$ cat config.mk
export PLATFORM = sky130hd
export DESIGN_NAME = single_wire_debug_port
export DESIGN_NICKNAME = d
export VERILOG_FILES = /design/src/rtl/sw_debug_pkg.sv /design/src/rtl/single_wire_debug_port.sv /design/src/rtl/byte_fifo.sv
export SDC_FILE = /design/constraint.sdc
export NUM_CORES = 1
export LEC_CHECK = 0
export ABC_CLOCK_PERIOD_IN_PS = 3200
export BUFFER_PORTS_ARGS = -buffer_cell sky130_fd_sc_hd__clkbuf_2
export CAP_MARGIN = 25
export CORE_ASPECT_RATIO = 1.5
export CORE_MARGIN = 10
export CORE_UTILIZATION = 40
export DETAILED_ROUTE_END_ITERATION = 10
export HOLD_SLACK_MARGIN = 0.12
export SYNTH_ARGS = -nofsm -noshare
export SYNTH_HDL_FRONTEND = slang
export SYNTH_SLANG_ARGS = --single-unit
$ cat constraint.sdc
create_clock -name clk_i -period 3.2 [get_ports clk_i]
set_input_delay 0.32 -clock clk_i [delete_from_list [all_inputs] [get_ports clk_i]]
set_output_delay 0.32 -clock clk_i [all_outputs]
set_load 0.03 [all_outputs]
$ cat src/rtl/sw_debug_pkg.sv
package sw_debug_pkg;
  // ==========================================
  // widths and buffering
  localparam int unsigned ADDR_W = 16;
  localparam int unsigned DATA_W = 8;
  localparam int unsigned SEL_W  = 3;
  localparam int unsigned FIFO_W = 8;
  localparam int unsigned FIFO_D = 16;

  // ==========================================
  // bit timing, in debug clock cycles
  localparam logic [7:0] SPEEDUP_CYC  = 8'h07;
  localparam logic [7:0] SAMPLE_CYC   = 8'h0A;
  localparam logic [7:0] TX0_END_CYC  = 8'h0D;
  localparam logic [7:0] BIT_END_CYC  = 8'h10;
  localparam logic [7:0] SYNC_MIN_CYC = 8'h80;
  localparam logic [7:0] SYNC_DLY_CYC = 8'h10;
  localparam logic [7:0] SYNC_LOW_CYC = 8'h80;
  localparam logic [7:0] CNT_MAX      = 8'hFF;
  localparam logic [1:0] BOOT_CAP     = 2'h2;
  localparam logic [1:0] BOOT_DONE    = 2'h3;

  // ==========================================
  // commands
  localparam logic [7:0] CMD_HALT    = 8'h90;
  localparam logic [7:0] CMD_GO      = 8'h08;
  localparam logic [7:0] CMD_STEP    = 8'h10;
  localparam logic [7:0] CMD_RD_STAT = 8'hE4;
  localparam logic [7:0] CMD_WR_CTRL = 8'hC4;
  localparam logic [7:0] CMD_RD_MEM  = 8'hE0;
  localparam logic [7:0] CMD_WR_MEM  = 8'hC0;
  localparam logic [7:0] CMD_WR_BKPT = 8'hC2;
  localparam logic [7:0] CMD_RD_REG  = 8'h68;
  localparam logic [7:0] CMD_WR_REG  = 8'h48;

  // ==========================================
  // control byte fields and reset values
  localparam int unsigned CTRL_ENA_BIT  = 7;
  localparam int unsigned CTRL_BKEN_BIT = 6;
  localparam logic        ENA_RST       = 1'b0;
  localparam logic        BKEN_RST      = 1'b0;
  localparam logic [15:0] BKPT_RST      = 16'h0000;

  typedef enum logic [3:0] {
    B_IDLE   = 4'b0001,
    B_BIT    = 4'b0010,
    B_SYWAIT = 4'b0100,
    B_SYDRV  = 4'b1000
  } bit_state_t;

  typedef enum logic [6:0] {
    C_CMD  = 7'h01,
    C_AHI  = 7'h02,
    C_ALO  = 7'h04,
    C_DATA = 7'h08,
    C_MEM  = 7'h10,
    C_REG  = 7'h20,
    C_PUSH = 7'h40
  } cmd_state_t;

  // register commands carry the register select in the low three bits
  function automatic logic grp_match(input logic [7:0] c, input logic [7:0] base);
    return c[7:3] == base[7:3];
  endfunction
endpackage

$ cat src/rtl/single_wire_debug_port.sv
// Notes on behaviour
// - one line pin selects mode at entry and carries all debug traffic.
// - no debug register lives in the processor address space or shares peripherals.
// - a sync command lets the host measure the target's bit rate.
// - memory reads and writes run without halting the user program.
// - cpu register commands act only while halted; sent while running they are dropped.
// - resume restarts the program; single step runs one instruction then halts.
// - while enabled, the halt command wakes the cpu from stop or wait into background.
// - one address breakpoint halts the cpu into background on match.
// - while enabled, the oscillator keeps running in stop mode.
// - the watchdog is held off while the cpu is halted in background.
// - perceived bit start trails the host falling edge by two to three cycles.
// - a returned one gets a short high speedup pulse seven cycles in.
`timescale 1ns/1ps
module single_wire_debug_port (
  // clock and reset
  input  wire logic                              clk_i,
  input  wire logic                              rst_n_i,
  // debug line pin
  input  wire logic                              debug_line_pin_i,
  output logic                                   debug_line_pin_o,
  output logic                                   debug_line_pin_oe_o,
  // cpu run control
  input  wire logic                              cpu_halted_i,
  input  wire logic                              stop_i,
  output logic                                   halt_req_o,
  output logic                                   go_o,
  output logic                                   single_step_cmd_o,
  // breakpoint compare
  input  wire logic                              pc_valid_i,
  input  wire logic [sw_debug_pkg::ADDR_W-1:0]   pc_i,
  // memory access
  output logic                                   mem_req_o,
  output logic                                   mem_we_o,
  output logic [sw_debug_pkg::ADDR_W-1:0]        mem_addr_o,
  output logic [sw_debug_pkg::DATA_W-1:0]        mem_wdata_o,
  input  wire logic                              mem_ack_i,
  input  wire logic [sw_debug_pkg::DATA_W-1:0]   mem_rdata_i,
  // cpu register access
  output logic                                   reg_req_o,
  output logic                                   reg_we_o,
  output logic [sw_debug_pkg::SEL_W-1:0]         reg_sel_o,
  output logic [sw_debug_pkg::DATA_W-1:0]        reg_wdata_o,
  input  wire logic                              reg_ack_i,
  input  wire logic [sw_debug_pkg::DATA_W-1:0]   reg_rdata_i,
  // system hooks
  output logic                                   osc_keep_o,
  output logic                                   watchdog_hold_o
);
  import sw_debug_pkg::*;

  typedef struct packed {
    logic        s1;
    logic        s2;
    logic        s3;
    logic [1:0]  boot;
    bit_state_t  bs;
    logic [7:0]  cnt;
    logic        tx;
    logic        txb;
    logic        rxb;
    logic [2:0]  nbit;
    logic [7:0]  sh;
    logic        bdone;
    logic        pop;
    cmd_state_t  cs;
    logic [7:0]  cmd;
    logic [15:0] addr;
    logic [7:0]  data;
    logic        ena;
    logic        bken;
    logic [15:0] bkpt;
    logic        line_o;
    logic        line_oe;
    logic        halt;
    logic        go;
    logic        step;
    logic        wdog;
    logic        mreq;
    logic        mwe;
    logic        rreq;
    logic        rwe;
    logic        push;
    logic [7:0]  pdata;
  } st_t;

  localparam st_t ST_RST = '{s1: 1'b1, s2: 1'b1, s3: 1'b1, bs: B_IDLE, cs: C_CMD,
                             ena: ENA_RST, bken: BKEN_RST, bkpt: BKPT_RST,
                             default: '0};

  st_t        q;
  st_t        d;
  logic       fall;
  logic       hit;
  logic       set_halt;
  logic [7:0] b;
  logic       fifo_ir;
  logic       fifo_ov;
  logic [7:0] fifo_od;

  // ==========================================
  // reply buffer
  byte_fifo #(
    .WIDTH (FIFO_W),
    .DEPTH (FIFO_D)
  ) u_reply (
    .clk_i       (clk_i),
    .rst_n_i     (rst_n_i),
    .in_valid_i  (q.push),
    .in_data_i   (q.pdata),
    .in_ready_o  (fifo_ir),
    .out_valid_o (fifo_ov),
    .out_data_o  (fifo_od),
    .out_ready_i (q.pop)
  );

  // ==========================================
  // next state
  always_comb begin
    d = q;
    set_halt = 1'b0;
    b = q.sh;
    d.s1 = debug_line_pin_i;
    d.s2 = q.s1;
    d.s3 = q.s2;
    fall = q.s3 & ~q.s2;
    d.bdone = 1'b0;
    d.pop = 1'b0;
    d.go = 1'b0;
    d.step = 1'b0;
    d.wdog = cpu_halted_i;

    // line level just after reset picks the entry mode
    if (q.boot != BOOT_DONE) begin
      d.boot = q.boot + 2'h1;
    end
    if (q.boot == BOOT_CAP && !q.s2) begin
      set_halt = 1'b1;
    end

    // bit engine
    if (q.cnt != CNT_MAX) begin
      d.cnt = q.cnt + 8'h01;
    end
    case (q.bs)
      B_IDLE: begin
      end
      B_BIT: begin
        if (!q.tx && q.cnt == SAMPLE_CYC) begin
          d.rxb = q.s2;
        end
        if (q.cnt == BIT_END_CYC && (q.tx || q.s2)) begin
          d.bs = B_IDLE;
          d.nbit = q.nbit + 3'h1;
          if (q.tx) begin
            d.pop = q.nbit == 3'h7;
          end else begin
            d.sh = {q.sh[6:0], q.rxb};
            d.bdone = q.nbit == 3'h7;
          end
        end else if (!q.tx && q.cnt > BIT_END_CYC && q.s2) begin
          // long low: sync request if long enough, else dropped
          d.bs = (q.cnt >= SYNC_MIN_CYC) ? B_SYWAIT : B_IDLE;
          d.cnt = 8'h00;
          d.nbit = 3'h0;
        end
      end
      B_SYWAIT: begin
        if (q.cnt == SYNC_DLY_CYC) begin
          d.bs = B_SYDRV;
          d.cnt = 8'h00;
        end
      end
      B_SYDRV: begin
        if (q.cnt == SYNC_LOW_CYC - 8'h01) begin
          d.bs = B_IDLE;
        end
      end
      default: d.bs = B_IDLE;
    endcase
    if (fall && q.bs != B_SYDRV) begin
      d.bs = B_BIT;
      d.cnt = 8'h00;
      d.tx = fifo_ov;
      d.txb = fifo_od[3'h7 - q.nbit];
    end

    // line drive: sync pulse, returned zero, or speedup pulse
    if (d.bs == B_SYDRV) begin
      d.line_oe = 1'b1;
      d.line_o = 1'b0;
    end else if (d.bs == B_BIT && d.tx) begin
      d.line_oe = d.txb ? (d.cnt == SPEEDUP_CYC) : (d.cnt < TX0_END_CYC);
      d.line_o = d.txb && (d.cnt == SPEEDUP_CYC);
    end else begin
      d.line_oe = 1'b0;
      d.line_o = 1'b0;
    end

    // command engine; its control bits are internal only
    case (q.cs)
      C_CMD: begin
        if (q.bdone) begin
          d.cmd = b;
          if (b == CMD_HALT) begin
            set_halt = q.ena;
          end else if (b == CMD_GO) begin
            d.go = cpu_halted_i;
          end else if (b == CMD_STEP) begin
            d.step = cpu_halted_i;
          end else if (b == CMD_RD_STAT) begin
            d.pdata = {q.ena, q.bken, cpu_halted_i, stop_i, 4'h0};
            d.cs = C_PUSH;
          end else if (b == CMD_WR_CTRL) begin
            d.cs = C_DATA;
          end else if (grp_match(b, CMD_RD_REG)) begin
            d.cs = cpu_halted_i ? C_REG : C_CMD;
          end else if (grp_match(b, CMD_WR_REG)) begin
            d.cs = cpu_halted_i ? C_DATA : C_CMD;
          end else if (b == CMD_RD_MEM || b == CMD_WR_MEM || b == CMD_WR_BKPT) begin
            d.cs = C_AHI;
          end
        end
      end
      C_AHI: begin
        if (q.bdone) begin
          d.addr[15:8] = b;
          d.cs = C_ALO;
        end
      end
      C_ALO: begin
        if (q.bdone) begin
          d.addr[7:0] = b;
          if (q.cmd == CMD_RD_MEM) begin
            d.cs = C_MEM;
          end else if (q.cmd == CMD_WR_MEM) begin
            d.cs = C_DATA;
          end else begin
            d.bkpt = {q.addr[15:8], b};
            d.cs = C_CMD;
          end
        end
      end
      C_DATA: begin
        if (q.bdone) begin
          d.data = b;
          if (q.cmd == CMD_WR_CTRL) begin
            d.ena = b[CTRL_ENA_BIT];
            d.bken = b[CTRL_BKEN_BIT];
            d.cs = C_CMD;
          end else begin
            d.cs = (q.cmd == CMD_WR_MEM) ? C_MEM : C_REG;
          end
        end
      end
      C_MEM: begin
        d.mreq = 1'b1;
        d.mwe = q.cmd == CMD_WR_MEM;
        if (q.mreq && mem_ack_i) begin
          d.mreq = 1'b0;
          d.pdata = mem_rdata_i;
          d.cs = q.mwe ? C_CMD : C_PUSH;
        end
      end
      C_REG: begin
        d.rreq = cpu_halted_i;
        d.rwe = grp_match(q.cmd, CMD_WR_REG);
        if ((q.rreq && reg_ack_i) || !cpu_halted_i) begin
          d.rreq = 1'b0;
          d.pdata = reg_rdata_i;
          d.cs = (q.rwe || !cpu_halted_i) ? C_CMD : C_PUSH;
        end
      end
      C_PUSH: begin
        d.push = 1'b1;
        if (q.push && fifo_ir) begin
          d.push = 1'b0;
          d.cs = C_CMD;
        end
      end
      default: d.cs = C_CMD;
    endcase

    // halt request: held until the cpu reports halted, a new cause wins
    hit = q.bken && pc_valid_i && pc_i == q.bkpt && !cpu_halted_i;
    if (q.halt && cpu_halted_i) begin
      d.halt = 1'b0;
    end
    if (set_halt || hit) begin
      d.halt = 1'b1;
    end
  end

  always_ff @(posedge clk_i or negedge rst_n_i) begin
    if (!rst_n_i) begin
      q <= ST_RST;
    end else begin
      q <= d;
    end
  end

  // ==========================================
  // outputs
  assign debug_line_pin_o    = q.line_o;
  assign debug_line_pin_oe_o = q.line_oe;
  assign halt_req_o          = q.halt;
  assign go_o                = q.go;
  assign single_step_cmd_o   = q.step;
  assign mem_req_o           = q.mreq;
  assign mem_we_o            = q.mwe;
  assign mem_addr_o          = q.addr;
  assign mem_wdata_o         = q.data;
  assign reg_req_o           = q.rreq;
  assign reg_we_o            = q.rwe;
  assign reg_sel_o           = q.cmd[2:0];
  assign reg_wdata_o         = q.data;
  assign osc_keep_o          = q.ena;
  assign watchdog_hold_o     = q.wdog;
endmodule

$ cat src/rtl/byte_fifo.sv
`timescale 1ns/1ps
module byte_fifo #(
  parameter int unsigned WIDTH = sw_debug_pkg::FIFO_W,
  parameter int unsigned DEPTH = sw_debug_pkg::FIFO_D
) (
  // clock and reset
  input  wire logic             clk_i,
  input  wire logic             rst_n_i,
  // fill side
  input  wire logic             in_valid_i,
  input  wire logic [WIDTH-1:0] in_data_i,
  output logic                  in_ready_o,
  // drain side
  output logic                  out_valid_o,
  output logic [WIDTH-1:0]      out_data_o,
  input  wire logic             out_ready_i
);
  import sw_debug_pkg::*;
  localparam int unsigned AW = $clog2(DEPTH);

  typedef struct packed {
    logic [DEPTH-1:0][WIDTH-1:0] mem;
    logic [AW:0]                 wp;
    logic [AW:0]                 rp;
  } fifo_st_t;

  fifo_st_t q;
  fifo_st_t d;
  logic     full;
  logic     empty;

  assign full  = (q.wp[AW-1:0] == q.rp[AW-1:0]) && (q.wp[AW] != q.rp[AW]);
  assign empty = q.wp == q.rp;
  assign in_ready_o  = !full;
  assign out_valid_o = !empty;
  assign out_data_o  = q.mem[q.rp[AW-1:0]];

  always_comb begin
    d = q;
    if (in_valid_i && !full) begin
      d.mem[q.wp[AW-1:0]] = in_data_i;
      d.wp = q.wp + (AW+1)'(1);
    end
    if (out_ready_i && !empty) begin
      d.rp = q.rp + (AW+1)'(1);
    end
  end

  always_ff @(posedge clk_i or negedge rst_n_i) begin
    if (!rst_n_i) begin
      q <= '0;
    end else begin
      q <= d;
    end
  end
endmodule

; Word-level counts from Yosys, hierarchy flattened
; Index checks and enable logic that the tools add are counted.
; W data, S select, Z words.
[totals]
regBits = 247
input_bits = 40
[classes]
addsub = 6
magnitude_cmp = 7
n_eq_ne = 52
n_mux = 73
n_bitwise = 5
reduce_logical = 43
[op_table]
columns = cell, count
row1 = $bwmux W128, 1
row2 = $mux W7, 17
row3 = $mux W8, 11
row4 = $eq A8 B8 Y1 const B, 9
row5 = $pmux W7 S7, 1
row6 = $bmux W8 S4, 1
row7 = $demux W8 S4, 1
row8 = $mux W12, 2
row9 = $ne A2 B2 Y1 const B, 12
row10 = $pmux W8 S3, 1
row11 = $logic_and A1 B1 Y1, 18
row12 = $mux W6, 3
row13 = $eq A16 B16 Y1, 1
row14 = $eq A8 B4 Y1 const B, 2
row15 = $eq A8 B5 Y1 const B, 2
row16 = $mux W1, 16
row17 = $mux W4, 4
row18 = $pmux W4 S4, 1
row19 = $pmux W8 S2, 1
row20 = $eq A5 B4 Y1 const B, 3
row21 = $mux W15, 1
row22 = $mux W14, 1
row23 = $mux W2, 7
row24 = $reduce_and A2 Y1, 6
row25 = 44 further kinds, 64

; Logic depth before layout (Yosys ltp)
; Gate-level depths: netlist of run 1.
[depth]
ltp_word = 13
depth_mapped = 10

; Cells and area by module
; From an unflattened synthesis of run 1, not the netlist that was laid out.
[hier_totals]
hier_cells = 1015
area_unflattened_um2 = 12410.7
[modules_own_cells]
columns = module, n_inst, cells_per_inst, area_each_um2
row1 = byte_fifo, 1, 455, 6671.4
row2 = single_wire_debug_port, 1, 560, 5739.3

; Worst setup path after synthesis of run 1
; Ideal clock, no wire load.
[synth_timing]
kind = register to register
from = reg q[97] (netlist bit)
to = reg q, in the netlist debug_line_pin_oe_o
setup_ns = 0.083
arrival_ns = 2.477
t_required_ns = 3.117
slack_ns = 0.640
path_stages_with_launch = 9
n_path_buf = 1
period_less_slack_ns = 2.560
cell_sequence = dfrtp_1 or4_1 and3_4 a311o_1 buf_6 or4_4 a22oi_2 a41oi_1 o22ai_1
[synth_lines]
columns = item, line
row1 = from (decl), single_wire_debug_port.sv:91  ; st_t q;
row2 = from (signal assigned), single_wire_debug_port.sv:296  ; q <= ST_RST;
row3 = from (signal assigned), single_wire_debug_port.sv:298  ; q <= d;

; Final worst setup path of run 1
[layout_timing]
from = reg q[70] (netlist bit)
to = reg q[4] (netlist bit)
[layout_via]
elab_chain_cells = 3
elab_cells_between_ends = 13
[layout_rtl]
columns = item, line
row1 = $eq A7 B1 Y1 (tied with other cells), single_wire_debug_port.sv:201  ; case (q.cs)
row2 = $ne A2 B2 Y1 (no line) or $reduce_bool A3 Y1 (tied branches), n/a
row3 = $reduce_and A8 Y1 (no line), n/a
; Parallel ways exist; a longest one is shown, timed or not.
; A chain may end at the register's enable or synchronous reset.

==> impl_metrics.json, run 1 <==
{
  "status": "complete, no violations",
  "max_slew.worst_pin.slew_ns": 0.861,
  "nNetsFinal": 1050,
  "synth.most_common_cell": "dfrtp_1",
  "drt-vias-per-instance": 5.30,
  "p_leak_nw": 6.39,
  "die_w_um": 160,
  "hold-path-endpoint": "q[5]",
  "drtIter0Drc": 259,
  "wl_per_cell_um": 19.1,
  "multi_input_area_um2": 5090,
  "worstPathRequired_ns": 3.62,
  "port_buffers": 85,
  "synthCells": 933,
  "yosysWarnings": 0,
  "grt_usage": 0.147,
  "antenna_found_initial": 0,
  "drv_slew": 0,
  "worstHoldStart": "reg_rdata_i[5]",
  "pin_count": 86,
  "whs_path_depth": 3,
  "hpwlAfterDp_mm": 19.3,
  "drc": 0,
  "antenna_cells": 0,
  "coreArea_um2": 29300,
  "syn2layout_area_growth_pct": 14.3,
  "path_class": "reg -> reg",
  "hp-class": "in -> reg",
  "synth-main-ff-cell": "dfrtp_1",
  "setup_violations": 0,
  "crit_fanout": 16,
  "seq_area_frac_synth": 0.524,
  "cts_buffers": 24,
  "finalSetupTns_ns": 0,
  "rows": 77,
  "reg2regPathDepth": 9,
  "crit_path_end_kind": "register",
  "grt_start_max_net_pins": 98,
  "cts_buffer_depth": 3,
  "final_cells": 1411,
  "startpoint_type": "register",
  "synth_area_leader_cell": "dfrtp_1",
  "fin_worst_skew_ns": 0.0165,
  "rsz0062_at_grt": "no",
  "synth_area_leaders": "dfrtp_1 51%, mux2_2 18%, mux4_2 4.4%",
  "fmax_mhz": 332,
  "grt_pass1_wl_mm": 44.5,
  "reg2reg_slack_ns": 0.19,
  "vdd_drop_max_v": 0.000451,
  "vias": 7484,
  "clockRootBuffer": "clkbuf_16",
  "min_period_ns": 3.01,
  "synth_enable_flop_cells": 0,
  "syn_nets": 985,
  "htree_num_levels": 1,
  "clk_pin_slew_worst_paths_ns": 0.07,
  "regArea_um2": 6190,
  "hold_viol": 0,
  "r2r-start": "q[70]",
  "layout-drive-gt1-share": 0.374,
  "synth.top_cell.area_share": 0.513,
  "synthArstFlopShare": 1.00,
  "worstReg2RegEnd": "q[4]",
  "gp_congestion": 0.850,
  "first_pass_iters": 4,
  "finalCritPeriodShare": 0.941,
  "n_fill_cell": 2729,
  "yosys-top-cells-count": "242 x dfrtp_1, 188 x mux2_2, 51 x nand2_1",
  "start_util": 0.403,
  "cap_violations": 0,
  "ys_types": 64,
  "dp.cells": 1353,
  "cp_data_arrival_time_ns": 3.43,
  "wl_mm": 27.0,
  "maxSlewHeadroom": 0.421,
  "yosys_register_bits": 247,
  "clock_latency_ns": 0.53,
  "powerDensity_nw_per_um2": 488,
  "syn_area_per_cell_um2": 12.7,
  "final_antenna_net_count": 0,
  "worst_hold_slack_ns": 0.143,
  "cts_num_sinks": 247,
  "die-area_um2": 36900,
  "die_height_um": 230,
  "synth_area_um2": 11800,
  "grt_overflow_total": 0,
  "first_global_vias": 8159,
  "cts_tree": "built"
}
==> power by group <==
part	internal [mW]	switching, mW	total, mW
Clock	1.89	1.22	3.11
Combinational	0.109	0.155	0.265
Sequential	3.15	0.0591	3.21
==> critical path: stages (launching register included) <==
cell and delay, ns:
dfrtp_1 0.46, nor2_1 0.21, or4b_2 0.67, nor3_4 0.26, a22oi_1 0.17, a21boi_1 0.18
buf_4 0.23, nor2_1 0.11, a31oi_1 0.04, dlygate4sd3_1 0.56
==> through the flow <==
step	total power, mW	area, µm²	utilization	setup WS (ns)
2_1_floorplan	3.39	11800	-	0.640
3_3_place_gp	3.52	12500	0.425	0.433
3_5_place_dp	3.53	12500	0.425	0.466
4_1_cts	6.67	13500	0.460	0.129
5_1_grt	6.84	13500	0.460	0.0201
6_report	6.58	13500	0.460	0.190
==> logic make-up (layout without fill, tap and decap cells) <==
family,Yosys count,in the layout,synth area share
xor gates and xnor gates,34,34,0.0252
DFF,247,247,0.524
adders and majority gates,12,12,0.0127
muxes,232,232,0.241
buffers and inverters,100,183,0.0449
AOI/OAI and AO/OA,113,113,0.0640
and+or+nand+nor,195,195,0.0879
==> what timing repair did <==
action	in CTS	in global routing
resized for setup	0	1
endpoints found under the hold margin	100	0
buffers inserted	0	0
hold buffers	14	0
endpoints found under the setup margin	0	1
==> state kept, by name (all words and copies together) (netlist names), 2 cells and up <==
signal       cells
b                8
mem_wdata_o      8
q               61
d                2
mem_addr_o      16
u_reply.q      138
reg_sel_o        3
==> cell type report <==
cell class	count	share of cell area
Sequential cell	247	0.459
Multi-Input combinational cell	586	0.378
Timing Repair Buffer	122	0.0564
Clock buffer	33	0.0530
Tap cell	395	0.0366
Clock inverter	11	0.0128
Inverter	17	0.00473
==> cell usage in the layout, fill, tap and decap left out, types with 14 or more instances in the layout <==
master / instances
a21oi_1: 18
a22oi_1: 16
buf_4: 22
clkbuf_16: 24
clkbuf_2: 84
dfrtp_1: 241
dlygate4sd3_1: 14
inv_1: 17
mux2_2: 188
mux2i_1: 21
mux4_2: 23
nand2_1: 51
nand3_1: 20
nor2_1: 34
o21ai_0: 23
xnor2_1: 24
==> per-layer routing <==
layer / vias to the layer above / global-route usage / part of all wire / wire length [µm]
met5: - / 0 / 0 / 0
li1: 3498 / - / - / -
met1: 3824 / 0.170 / 0.41 / 11100
met2: 123 / 0.270 / 0.53 / 14400
met3: 39 / 0.0232 / 0.035 / 935
met4: 0 / 0.0452 / 0.022 / 607
==> worst max-delay path by stage <==
stage / from / endpoint / cells after the start
after floorplan: q[97] / debug_line_pin_oe_o / 8
after global placement: q[97] / debug_line_pin_oe_o / 7
after detailed placement: q[97] / debug_line_pin_oe_o / 7
after CTS: q[70] / q[4] / 9
after global routing: q[70] / q[4] / 9
final: q[70] / q[4] / 9
Note: power is estimated with default switching activity, not from simulation.
==> run 2, diff against run 1 <==
--- a/config.mk
+++ b/config.mk
@@ -5,6 +5,7 @@
 export SDC_FILE = /design/constraint.sdc
 export NUM_CORES = 1
 export LEC_CHECK = 0
+export ABC_AREA = 1
 export ABC_CLOCK_PERIOD_IN_PS = 3200
 export BUFFER_PORTS_ARGS = -buffer_cell sky130_fd_sc_hd__clkbuf_2
 export CAP_MARGIN = 25
==> impl_metrics.json, run 2 <==
{
  "status": "complete, no violations",
  "cp_num_buf_inv": 5,
  "nNetsFinal": 1569,
  "cp.depth": 14,
  "ys_types": 47,
  "maxSlewHeadroom": 0.447,
  "whs_path_depth": 4,
  "drtIter0Drc": 761,
  "crit_slowest_cell": "dlygate4sd3_1",
  "seq_area_frac_synth": 0.512,
  "htree_num_levels": 1,
  "synth_enable_flop_cells": 0,
  "regArea_um2": 6190,
  "synth.most_common_cell": "nand2_1",
  "port_buffers": 85,
  "syn2layout_area_growth_pct": 12.9,
  "clk_pin_slew_worst_paths_ns": 0.07,
  "finalCritPeriodShare": 0.860,
  "p_comb_frac": 0.034,
  "slowest_delay_ns": 0.58,
  "worstReg2RegEnd": "q[3]",
  "die_height_um": 233,
  "power_mw": 6.73,
  "wl_mm": 31.0,
  "syn_area_per_cell_um2": 8.20,
  "drc": 0,
  "critPathTopFamily": "simple AND/OR/NAND/NOR gates",
  "drt-vias-per-instance": 5.00,
  "final_common_cell": "nand2_1",
  "rows": 77,
  "grt_overflow_total": 0,
  "cts_buffers": 24,
  "r2r-start": "q[71]",
  "postPlaceCellArea_um2": 12500,
  "synth.top_cell.area_share": 0.502,
  "synth_area_leader_cell": "dfrtp_1",
  "drv_slew": 0,
  "vdd_drop_max_v": 0.000454,
  "p_clk_frac": 0.494,
  "path_common_cell": "inv_2",
  "largest-register": "u_reply.q",
  "reg2regPathDepth": 14,
  "antenna_cells": 0,
  "sw_frac_of_total": 0.220,
  "hpwlAfterDp_mm": 21.7,
  "setup_violations": 0,
  "cp_data_arrival_time_ns": 3.23,
  "seqPwrFrac": 0.472,
  "hold_viol": 0,
  "synthArstFlopShare": 1.00,
  "reg2reg_slack_ns": 0.45,
  "rsz0062_at_grt": "no",
  "cp_cell_sequence": "inv_2 > nand2_2 > nor3_2 > nand2_1 > inv_2 > nor2_2 > inv_2 > nor2_1 > nor2_2 > inv_2 > nor2_4 > nor2_1 > a31oi_1 > dlygate4sd3_1",
  "grt_start_max_net_pins": 99,
  "final_cells": 1930,
  "vias": 9659,
  "multi_input_area_um2": 4860,
  "crit_path_end_kind": "register",
  "start_util": 0.407,
  "powerDensity_nw_per_um2": 494,
  "syn_nets": 1525,
  "grt_pass1_wl_mm": 51.4,
  "cts_buffer_depth": 3,
  "yosys_register_bits": 247,
  "cts_num_sinks": 247,
  "die-area_um2": 37700,
  "first_global_vias": 9776,
  "gp_congestion": 0.894,
  "dp.cells": 1869,
  "worstPathRequired_ns": 3.68,
  "synthCells": 1473,
  "layout-drive-gt1-share": 0.126,
  "synth_area_um2": 12100,
  "postCtsSetupRepairBufs": 0,
  "min_period_ns": 2.75,
  "clockRootBuffer": "clkbuf_16",
  "grt_usage": 0.166,
  "p_leak_nw": 6.36,
  "most-common-layout-cells": "430 x nand2_1, 241 x dfrtp_1, 201 x o21ai_0",
  "cell_internal_pwr_mw": 5.25,
  "clock_latency_ns": 0.55,
  "n_fill_cell": 2996,
  "die_w_um": 162,
  "startpoint_type": "register",
  "largest_reg_flops": 138,
  "fin_worst_skew_ns": 0.0221,
  "synth-main-ff-cell": "dfrtp_1",
  "cap_violations": 0,
  "antenna_found_initial": 0,
  "path_class": "reg -> reg",
  "coreArea_um2": 29700,
  "hp-class": "in -> reg",
  "synth_area_leaders": "dfrtp_1 50%, nand2_1 13%, o21ai_0 8.3%",
  "design_area_um2": 13600,
  "cts_tree": "built",
  "yosysWarnings": 0,
  "crit_fanout": 12,
  "pin_count": 86,
  "first_pass_iters": 5,
  "final_antenna_net_count": 0,
  "finalSetupTns_ns": 0,
  "max_slew.worst_pin.slew_ns": 0.830,
  "endpoint": "q[3]",
  "yosys-top-cells-count": "430 x nand2_1, 242 x dfrtp_1, 201 x o21ai_0",
  "power_switching_mw": 1.48,
  "crit_path_start": "q[71]",
  "wl_per_cell_um": 16.1,
  "fmax_mhz": 363
}
[run 2: cell types whose count changed in the layout (fill, tap and decap cells not counted), sizes merged, moves of 15 or more]
| cell | change |
|---|---|
| o21ai | +194 |
| mux4 | -23 |
| mux2 | -184 |
| a22oi | -15 |
| inv | +100 |
| nand2 | +384 |
| nor2 | +98 |
| nand3 | +85 |
| mux2i | -21 |
[run 2: cell type report]
type                    instances  area share
flip-flops and latches        247       0.454
multi-input cells            1013       0.357
repair buffers                112      0.0517
clock buffers                  27      0.0471
well taps                     395      0.0362
inverters                     119      0.0329
clock inverters                17      0.0217
[run 2: power by group through the flow]
| stage | combinational (mW) | clock (mW) | sequential [mW] |
|---|---|---|---|
| 6_report | 0.232 | 3.32 | 3.18 |
| 5_1_grt | 0.274 | 3.52 | 3.18 |
| 4_1_cts | 0.239 | 3.38 | 3.18 |
| 3_5_place_dp | 0.228 | 0 | 3.23 |
| 3_3_place_gp | 0.225 | 0 | 3.23 |
| 2_1_floorplan | 0.103 | 0 | 3.23 |
[run 2: per-stage QoR]
stage / setup WS, ns / hold WS (ns) / util
CTS: 0.475 / 0.145 / 0.460
floorplan: 1.43 / 0.0244 / -
detailed placement: 0.807 / 0.362 / 0.422
finish: 0.447 / 0.166 / 0.460
global route: 0.200 / 0.169 / 0.460
global placement: 0.910 / 0.359 / 0.422
[run 2: how the worst min path moves through the flow]
stage	slack (ns)	startpoint	to
3_3_place_gp	0.36	d[107]	d[106]
5_1_grt	0.17	mem_ack_i	mem_req_o
2_1_floorplan	0.02	rst_n_i	b[0]
6_report	0.17	reg_ack_i	q[74]
3_5_place_dp	0.36	d[107]	d[106]
4_1_cts	0.15	mem_ack_i	mem_req_o
[run 2: routing by layer]
| metal | share of wire | GRT usage | up-vias |
|---|---|---|---|
| li1 | - | - | 4815 |
| met1 | 0.41 | 0.188 | 4594 |
| met2 | 0.53 | 0.308 | 183 |
| met3 | 0.034 | 0.0239 | 67 |
| met4 | 0.032 | 0.0616 | 0 |
| met5 | 0 | 0 | - |
[run 2: repair_timing]
action,CTS,global route
hold endpoints to repair,103,0
resized for setup,0,0
hold buffers,17,0
[run 2: worst register-to-register path, delay by kind of cell (launching register included)]
| kind | cells | cell delay [ns] |
|---|---|---|
| buf+inv | 5 | 1.01 |
| simple gates | 8 | 1.10 |
| flops | 1 | 0.40 |
| compound gates | 1 | 0.16 |
[run 2: cells by family after synthesis]
kind of cell               after synthesis  share of synthesized area
and+or+nand+nor                        704                      0.252
AOI/OAI and AO/OA                      270                      0.118
DFF                                    247                      0.512
buffers and inverters                  213                     0.0849
xor gates and xnor gates                23                     0.0167
adders and majority gates               12                     0.0124
muxes                                    4                    0.00373
